File: src/bias_cfg_pkg.sv
// Package for the bias and common-mode tolerance register bank.
// Assumes an 8-bit register port from the control interface decoder.
package bias_cfg_pkg;
  localparam logic [7:0] TOL_ADDR        = 8'h3a;
  localparam logic [7:0] BIAS_ADDR       = 8'h3b;
  localparam logic [7:0] CHANNEL_ONE_CONFIG_ZERO_ADDR   = 8'h3c;
  localparam logic [7:0] TOL_RESET       = 8'h00;
  localparam logic [7:0] BIAS_RESET      = 8'h00;
  localparam logic [7:0] CHANNEL_ONE_CONFIG_ZERO_RESET  = 8'h00;
  localparam logic [7:0] TOL_WMASK       = 8'hf0;
  localparam logic [7:0] BIAS_WMASK      = 8'h73;
  localparam int         CHA_TOL_LSB     = 6;
  localparam int         CHB_TOL_LSB     = 4;
  localparam int         MBIAS_LSB       = 4;
  localparam int         FSCALE_LSB      = 0;
  localparam int         MON_GENERAL_INPUT_TWO_BIT    = 6;
  localparam logic [1:0] TOL_RESERVED    = 2'h3;
  localparam logic [1:0] FSCALE_RESERVED = 2'h3;

  typedef enum logic [2:0] {
    BIAS_VREF     = 3'b000,
    BIAS_VREF_X   = 3'b001,
    BIAS_IN1_NEG  = 3'b010,
    BIAS_IN2_NEG  = 3'b011,
    BIAS_AVG_NEG  = 3'b100,
    BIAS_INT_CM   = 3'b101,
    BIAS_SUPPLY   = 3'b110,
    BIAS_AS_INPUT = 3'b111
  } mic_bias_select_t;
endpackage

File: src/adc_bias_tolerance_cfg.sv
// Register bank: input tolerance, mic bias and full-scale selection.
// Assumes a decoded single-cycle register port from the control interface.
//
// Notes on behaviour
// Channel A tolerance at bits 7-6, read/write, reset zero.
// Channel B tolerance at bits 5-4, same encoding, reset zero.
// Host picks full-supply tolerance only with 10k or 20k impedance.
// Reserved bits read zero; reserved codes must not be written.
// Bias select at bits 6-4, codes 0-6 pick bias source.
// Code 7 releases bias pin and makes it general input two.
// Negative-input and average options derive bias from input pins.
// Full-scale at bits 1-0: 2.75, 2.5, 1.375 V; 3 reserved.
// Host picks full-scale according to minimum analog supply.
// Reference-based bias codes follow the current full-scale choice.
// Bias and full-scale register at 0x3B, reset zero.
// Channel one config zero register at 0x3C, reset zero.
// Tolerance register at 0x3A, reset zero.
// Monitor bit 6 shows sampled pin level in input mode.
// Fields reset on device reset, change only on host writes.
`timescale 1ns/100ps
`default_nettype none
module adc_bias_tolerance_cfg
  import bias_cfg_pkg::*;
(
  input  wire logic       clk,
  input  wire logic       rst,
  input  wire logic [7:0] reg_addr,
  input  wire logic [7:0] reg_wdata,
  input  wire logic       reg_we,
  input  wire logic       reg_re,
  output var  logic [7:0] reg_rdata,
  output logic            reg_hit,
  input  wire logic       mic_bias_pin_in,
  output logic            mic_bias_pin_oe,
  output logic [2:0]      mic_bias_source,
  output logic [1:0]      converter_full_scale,
  output logic [1:0]      chan_a_common_tolerance,
  output logic [1:0]      chan_b_common_tolerance,
  output logic [7:0]      channel_one_config_zero,
  output logic            general_input_two,
  output logic [7:0]      input_monitor_bits
);

  // ----------------------------------------
  // Helper functions
  // ----------------------------------------
  // Address compare shared by write enables and read select
  function automatic logic addr_is(
    input logic [7:0] addr,
    input logic [7:0] target
  );
    return (addr == target);
  endfunction

  // Reserved bits dropped here, so they always read back zero
  function automatic logic [7:0] keep_writable(
    input logic [7:0] data,
    input logic [7:0] mask
  );
    return data & mask;
  endfunction

  // A write replaces the whole byte; anything else holds it
  function automatic logic [7:0] next_value(
    input logic       write,
    input logic [7:0] data,
    input logic [7:0] current
  );
    return write ? data : current;
  endfunction

  // Two-bit code taken from a byte at a given low bit
  function automatic logic [1:0] code_at(
    input logic [7:0] value,
    input int         lsb
  );
    return value[lsb +: 2];
  endfunction

  // Select code that hands the bias pin over to the input path
  function automatic logic releases_pin(
    input logic [2:0] code
  );
    return (code == BIAS_AS_INPUT);
  endfunction

  // ----------------------------------------
  // Register storage
  // ----------------------------------------
  logic [7:0] tol_reg;
  logic [7:0] tol_next;
  logic [7:0] bias_reg;
  logic [7:0] bias_next;
  logic [7:0] ch1_reg;
  logic [7:0] ch1_next;
  logic       gpi_level;

  // ----------------------------------------
  // Address decode
  // ----------------------------------------
  logic       sel_tol;
  logic       sel_bias;
  logic       sel_ch1;
  logic       wr_tol;
  logic       wr_bias;
  logic       wr_ch1;

  assign sel_tol  = addr_is(reg_addr, TOL_ADDR);
  assign sel_bias = addr_is(reg_addr, BIAS_ADDR);
  assign sel_ch1  = addr_is(reg_addr, CHANNEL_ONE_CONFIG_ZERO_ADDR);

  // Unmapped addresses decode to nothing, so writes there are lost
  assign wr_tol  = reg_we & sel_tol;
  assign wr_bias = reg_we & sel_bias;
  assign wr_ch1  = reg_we & sel_ch1;

  // ----------------------------------------
  // Write data
  // ----------------------------------------
  logic [7:0] tol_wr;
  logic [7:0] bias_wr;

  // Reserved bits masked off so they can never read back nonzero
  assign tol_wr  = keep_writable(reg_wdata, TOL_WMASK);
  assign bias_wr = keep_writable(reg_wdata, BIAS_WMASK);

  // Reserved codes are stored as written; the host keeps them out
  assign tol_next  = next_value(wr_tol, tol_wr, tol_reg);
  assign bias_next = next_value(wr_bias, bias_wr, bias_reg);
  assign ch1_next  = next_value(wr_ch1, reg_wdata, ch1_reg);

  // Each register in its own short process
  always_ff @(posedge clk or posedge rst) begin
    if (rst) begin
      tol_reg <= TOL_RESET;
    end else begin
      tol_reg <= tol_next;
    end
  end

  always_ff @(posedge clk or posedge rst) begin
    if (rst) begin
      bias_reg <= BIAS_RESET;
    end else begin
      bias_reg <= bias_next;
    end
  end

  always_ff @(posedge clk or posedge rst) begin
    if (rst) begin
      ch1_reg <= CHANNEL_ONE_CONFIG_ZERO_RESET;
    end else begin
      ch1_reg <= ch1_next;
    end
  end

  // ----------------------------------------
  // Read port
  // ----------------------------------------
  logic [7:0] rd_tol;
  logic [7:0] rd_bias;
  logic [7:0] rd_ch1;
  logic [7:0] rd_mux;

  // And-or select; the decodes are exclusive, so no priority needed
  assign rd_tol  = sel_tol  ? tol_reg  : 8'h00;
  assign rd_bias = sel_bias ? bias_reg : 8'h00;
  assign rd_ch1  = sel_ch1  ? ch1_reg  : 8'h00;
  assign rd_mux  = rd_tol | rd_bias | rd_ch1;

  // Unmapped addresses read zero; registered so data comes from a flop
  always_ff @(posedge clk or posedge rst) begin
    if (rst) begin
      reg_rdata <= 8'h00;
    end else if (reg_re) begin
      reg_rdata <= rd_mux;
    end
  end

  assign reg_hit = sel_tol | sel_bias | sel_ch1;

  // ----------------------------------------
  // Field views
  // ----------------------------------------
  logic [1:0] cha_code;
  logic [1:0] chb_code;
  logic [2:0] source_code;
  logic [1:0] scale_code;

  assign cha_code    = code_at(tol_reg, CHA_TOL_LSB);
  assign chb_code    = code_at(tol_reg, CHB_TOL_LSB);
  // Codes 2-4 tap input pins; 0-1 scale with the full-scale choice
  assign source_code = bias_reg[MBIAS_LSB +: 3];
  assign scale_code  = code_at(bias_reg, FSCALE_LSB);

  // ----------------------------------------
  // Analog control outputs
  // ----------------------------------------
  assign chan_a_common_tolerance = cha_code;
  assign chan_b_common_tolerance = chb_code;
  assign mic_bias_source         = source_code;
  assign converter_full_scale    = scale_code;
  assign channel_one_config_zero = ch1_reg;

  // Driver off only for the input code, so reset leaves the bias driven
  assign mic_bias_pin_oe = ~releases_pin(source_code);

  // ----------------------------------------
  // Pin input monitor
  // ----------------------------------------
  // Two flops, since the pin level is asynchronous to clk
  gpi_sync u_sync (
    .clk    (clk),
    .rst    (rst),
    .pin_in (mic_bias_pin_in),
    .level  (gpi_level)
  );

  // Gated by the select code, but the two sync flops still pass a driven level for two cycles after code 7
  assign general_input_two = releases_pin(source_code) & gpi_level;
  assign input_monitor_bits = {1'b0, general_input_two, 6'h00};
endmodule
`default_nettype wire

File: src/gpi_sync.sv
// Two-stage synchroniser for the bias pin when it serves as an input.
// Assumes the pin level is asynchronous to clk.
`timescale 1ns/100ps
`default_nettype none
module gpi_sync (
  input  wire logic clk,
  input  wire logic rst,
  input  wire logic pin_in,
  output var  logic level
);
  logic meta_reg;

  always_ff @(posedge clk or posedge rst) begin
    if (rst) begin
      meta_reg <= 1'b0;
      level    <= 1'b0;
    end else begin
      meta_reg <= pin_in;
      level    <= meta_reg;
    end
  end
endmodule
`default_nettype wire

File: config.mk
export PLATFORM = sky130hd
export DESIGN_NAME = adc_bias_tolerance_cfg
export DESIGN_NICKNAME = d
export VERILOG_FILES = /design/src/bias_cfg_pkg.sv /design/src/adc_bias_tolerance_cfg.sv /design/src/gpi_sync.sv
export SDC_FILE = /design/constraint.sdc
export NUM_CORES = 1
export LEC_CHECK = 0
export BUFFER_PORTS_ARGS = -buffer_cell sky130_fd_sc_hd__buf_4
export CAP_MARGIN = 20
export CELL_PAD_IN_SITES_DETAIL_PLACEMENT = 1
export CELL_PAD_IN_SITES_GLOBAL_PLACEMENT = 1
export CORE_MARGIN = 4
export CORE_UTILIZATION = 30
export CTS_CLUSTER_DIAMETER = 80
export DETAILED_ROUTE_END_ITERATION = 16
export PLACE_DENSITY = 0.79
export SLEW_MARGIN = 20
export SYNTH_ARGS = -nofsm -noshare
export SYNTH_HDL_FRONTEND = slang
export SYNTH_SLANG_ARGS = --single-unit
File: constraint.sdc
create_clock -name clk -period 1.23 [get_ports clk]
set_input_delay 0 -clock clk [delete_from_list [all_inputs] [get_ports clk]]
set_output_delay 0 -clock clk [all_outputs]
set_load 0.1 [all_outputs]
Word level (Yosys, flattened, before mapping)
Index checks and enable logic that the tools add are counted.
{"block": "totals", "word_cells": 22, "output_inout_bits": 36, "register_bits": 27, "input_bits": 21}
{"block": "classes", "n_bitwise": 9, "muxes": 3, "n_eq_ne": 4}
{"cell": "$eq A8 B6 Y1 const B", "n": 3}
{"cell": "$mux W8", "n": 2}
{"cell": "$or A8 B7 Y8", "n": 1}
{"cell": "$or A8 B8 Y8", "n": 1}
{"cell": "$mux W7", "n": 1}
{"cell": "$and A1 B1 Y1", "n": 4}
{"cell": "$eq A3 B3 Y1 const B", "n": 1}
{"cell": "$or A1 B1 Y1", "n": 2}
{"cell": "$not A1 Y1", "n": 1}

Longest topological paths before layout
{"block": "logic_depth", "ltp_word": 4, "mapped_depth": 5, "ltp_nobuf": 3}

Cells and area by module
A second synthesis with hierarchy kept.
{"block": "unflattened", "cells_unflattened": 106, "area_unflattened_um2": 1302.5}
{"mod": "adc_bias_tolerance_cfg", "seq_area_each_um2": 625.6, "instances": 1, "cells_each": 103, "area_per_inst_um2": 1248.7}
{"mod": "gpi_sync", "seq_area_each_um2": 50.0, "instances": 1, "cells_each": 3, "area_per_inst_um2": 53.8}

Least setup slack after synthesis
No wires, ideal clock.
{"block": "synth_path", "kind": "register -> output", "from": "reg bias_reg[5]", "to": "out input_monitor_bits[6]", "required_ns": 1.230, "t_arrival_ns": 4.121, "path_stages_with_launch": 4, "path_buffers": 1, "slack_ns": -2.891, "cell_sequence": "dfrtp_1 -> nand3_1 -> nor2_1 -> buf_4"}
{"block": "synth_between", "elab_chain_cells": 2}
{"item": "start, declared", "line_no": "adc_bias_tolerance_cfg.sv:92", "rtl": "logic [7:0] bias_reg;"}
{"item": "start signal, assigned", "line_no": "adc_bias_tolerance_cfg.sv:145", "rtl": "bias_reg <= bias_next;"}
{"item": "$eq A3 B3 Y1", "line_no": "adc_bias_tolerance_cfg.sv:84", "rtl": "return (code == BIAS_AS_INPUT);"}
{"item": "$and A1 B1 Y1", "line_no": "adc_bias_tolerance_cfg.sv:220", "rtl": "assign general_input_two = releases_pin(source_code) & gpi_level;"}
{"item": "end, declared", "line_no": "adc_bias_tolerance_cfg.sv:41", "rtl": "output logic [7:0] input_monitor_bits"}
No other way between the ends.

Final worst setup path
{"block": "layout_path", "from": "reg bias_reg[4]", "to": "out general_input_two"}
{"block": "layout_between", "elab_chain_cells": 2}
{"item": "$eq A3 B3 Y1", "line_no": "adc_bias_tolerance_cfg.sv:84"}
{"item": "$and A1 B1 Y1", "line_no": "adc_bias_tolerance_cfg.sv:220"}
{"item": "end, declared", "line_no": "adc_bias_tolerance_cfg.sv:40", "rtl": "output logic general_input_two,"}
No other way between the ends.

==> results.toml <==
[clocking]
path_clk_slew_ps = 90
htreeDepth = 1
clock_sinks = 27
clockBufferDepth = 2
insertion_delay_ps = 280
cts_tree = "yes"
cts_made_buffers = 3
post-cts-setup-buffers = 0
cts-root-buf = "clkbuf_8"

[min_path]
hp-class = "in -> reg"
holdPathEnd = "reg_rdata[7]$_DFFE_PP0P_"
hold_start = "reg_addr[0]"
min_path_cells = 2

[setup_path]
timing.rr.end = "reg_rdata[4]$_DFFE_PP0P_"
r2r_start = "tol_reg[4]$_DFFE_PP0P_"
rrSetupSlack_ps = 20
path_max_fanout = 3
crit_family = "flip-flops"
worst-path-buf-inv = 2
worstSetupPathType = "reg -> out"
r2r_cells = 2
worstPathRequired_ps = 1230
cp.arrival_ps = 1250
crit_path_start_kind = "flip-flop"
end_kind = "primary output"
slowest_stage = "dfrtp_4"
slowest_delay_ps = 420
path_cells = "buf_6 > nand3_4 > nor2_4 > buf_12"

[placement]
io_buffers = 49
dpl_worst_slack_ps = 0.370
gp_congestion = 0.856
dp_hpwl_um = 2940

[routing]
vias_per_cell = 5.00
wl_per_cell_um = 18.2
ant_nets = 0
drc = 0
drt_iter0_drc = 29
first_pass_iters = 4
via_count = 1064
wl_um = 3880

[run_status]
violations = "setup timing"
status = "finished, violations left"

[grt]
grt_max_degree = 28
grt_pass1_vias = 1194
grt_antenna_before_repair = 0
grt_pass1_wl_um = 6160
gr-usage-all-layers = 0.153
grt-ovfl-total = 0

[floorplanning]
num_rows = 23
initial_utilization = 0.317
dieHeight_um = 73.7
io_pins = 57
core_area_mm2 = 0.00409
die_area_mm2 = 0.00543
die_w_um = 73.7

[timing]
setup_viol = 2
setup_ws_ps = -23.7
fin_tns_setup_ps = -45.8
hold_viol = 0
rsz0062_at_grt = "yes"
finalCritPeriodShare = 1.02
fin_skew_ps = 4.77
final.min_clock_period_ps = 1250
clock.fmax_mhz = 798
drv_slew = 0

[power]
p_switching_mw = 0.710
leakagePower_nw = 0.941
clkPwrFrac = 0.255
swShare = 0.351
finalPower_mw = 2.02
ir_drop_uv = 596
power_density_mw_per_mm2 = 1020
pwr-share-seq = 0.471
p_comb_frac = 0.275
internal_power_mw = 1.31

[layout]
synthToLayoutAreaGrowth_pct = 53.8
diodes = 0
nets = 185
drive_above_1_share = 0.724
nFillCells = 426

[logic_synthesis]
synth_edf_count = 0
avgSynthCellArea_um2 = 13.5
ys_seq_area_frac = 0.522
async_reset_ff_frac = 1.00
ys_warn_count = 0
syn_inst = 96
netlist-cell-type-count = 24
synth_seq_cells = 27
syn_area_mm2 = 0.00129
ys.flop_type = "dfrtp_1"

[flow_run]
drv_cap = 0
## Yosys cell counts, drive strengths merged, types with 2 or more instances
library cell	instances	area [um2]
nor3	4	31.3
inv	4	15.0
mux2	20	225
a22o	2	20.0
nand2	3	11.3
and4	2	22.5
dfrtp	27	676
nand3	3	15.0
nor2	2	7.51
buf	10	78.8
a221o	5	51.3
nor2b	6	42.5
## per-layer routing
layer / global-route usage / share of wire
met3: 0.0205 / 0.053
met1: 0.188 / 0.41
met5: 0 / 0
met2: 0.265 / 0.51
met4: 0.0664 / 0.020
## final cells by class
type | instances | area, um2 | area share
inverter | 4 | 15.0 | 0.00755
sequential | 27 | 721 | 0.362
multi-input combinational | 61 | 582 | 0.292
timing repair buffer | 67 | 564 | 0.284
clock buffer | 4 | 45.0 | 0.0226
tap | 50 | 62.6 | 0.0314
## placed cells by master, fill, tap and decap left out, types with 3 or more instances in the layout
cell	instances
buf_4	52
clkbuf_8	3
dfrtp_4	6
mux2_2	18
nor2b_1	4
nand2_1	3
buf_6	3
conb_1	7
dlygate4sd3_1	10
a221o_1	4
dfrtp_1	3
dfrtp_2	18
nor3_1	3
inv_1	4
## through the flow
step / hold slack (ps) / std cells / instance area (um2) / utilization
5_1_grt: 30.7 / 213 / 1990 / 0.487
6_report: 18.7 / 213 / 1990 / 0.487
4_1_cts: 22.2 / 213 / 1990 / 0.487
2_1_floorplan: 31.4 / 102 / 1410 / -
3_5_place_dp: 98.5 / 200 / 1820 / 0.444
3_3_place_gp: 77.2 / 200 / 1820 / 0.444
## cells by family (layout without fill, tap and decap cells)
logic type	count (synthesis)	in the layout	share of synthesized area
buf+inv	14	75	0.0725
compound gates	10	10	0.0716
other cells	1	7	0.00290
simple gates	24	24	0.157
flops	27	27	0.522
mux	20	20	0.174
## power groups by stage
| stage | Sequential, mW | Combinational [mW] | Clock [mW] |
|---|---|---|---|
| floorplan | 1.17 | 0.196 | 0 |
| global placement | 0.964 | 0.524 | 0 |
| detailed placement | 0.966 | 0.534 | 0 |
| CTS | 0.951 | 0.559 | 0.524 |
| global route | 0.956 | 0.581 | 0.551 |
| finish | 0.951 | 0.556 | 0.515 |
## how the worst max path moves through the flow
stage	from	cells after the start	endpoint	slack, ps
after floorplan	bias_reg[6]$_DFFE_PP0P_	3	input_monitor_bits[6]	-660
after global placement	reg_addr[6]	4	tol_reg[7]$_DFFE_PP0P_	50
after detailed placement	reg_addr[6]	4	tol_reg[5]$_DFFE_PP0P_	0.4
after CTS	bias_reg[4]$_DFFE_PP0P_	4	general_input_two	-20
after global routing	bias_reg[4]$_DFFE_PP0P_	4	general_input_two	-60
final	bias_reg[4]$_DFFE_PP0P_	4	general_input_two	-20
## worst reg2reg max path, delay by kind of cell (launching register included)
kind | cells | cell delay [ps]
AO/OA/AOI/OAI | 1 | 310
multiplexers | 1 | 290
flip-flops | 1 | 500
## timing repair
action / 4_1_cts / 5_1_grt
pin swaps: 2 / 0
hold buffers: 10 / 0
endpoints found under the hold margin: 45 / 0
endpoints found under the setup margin: 3 / 4
gates resized for setup: 9 / 0
Power figures use the tool's default switching activity.
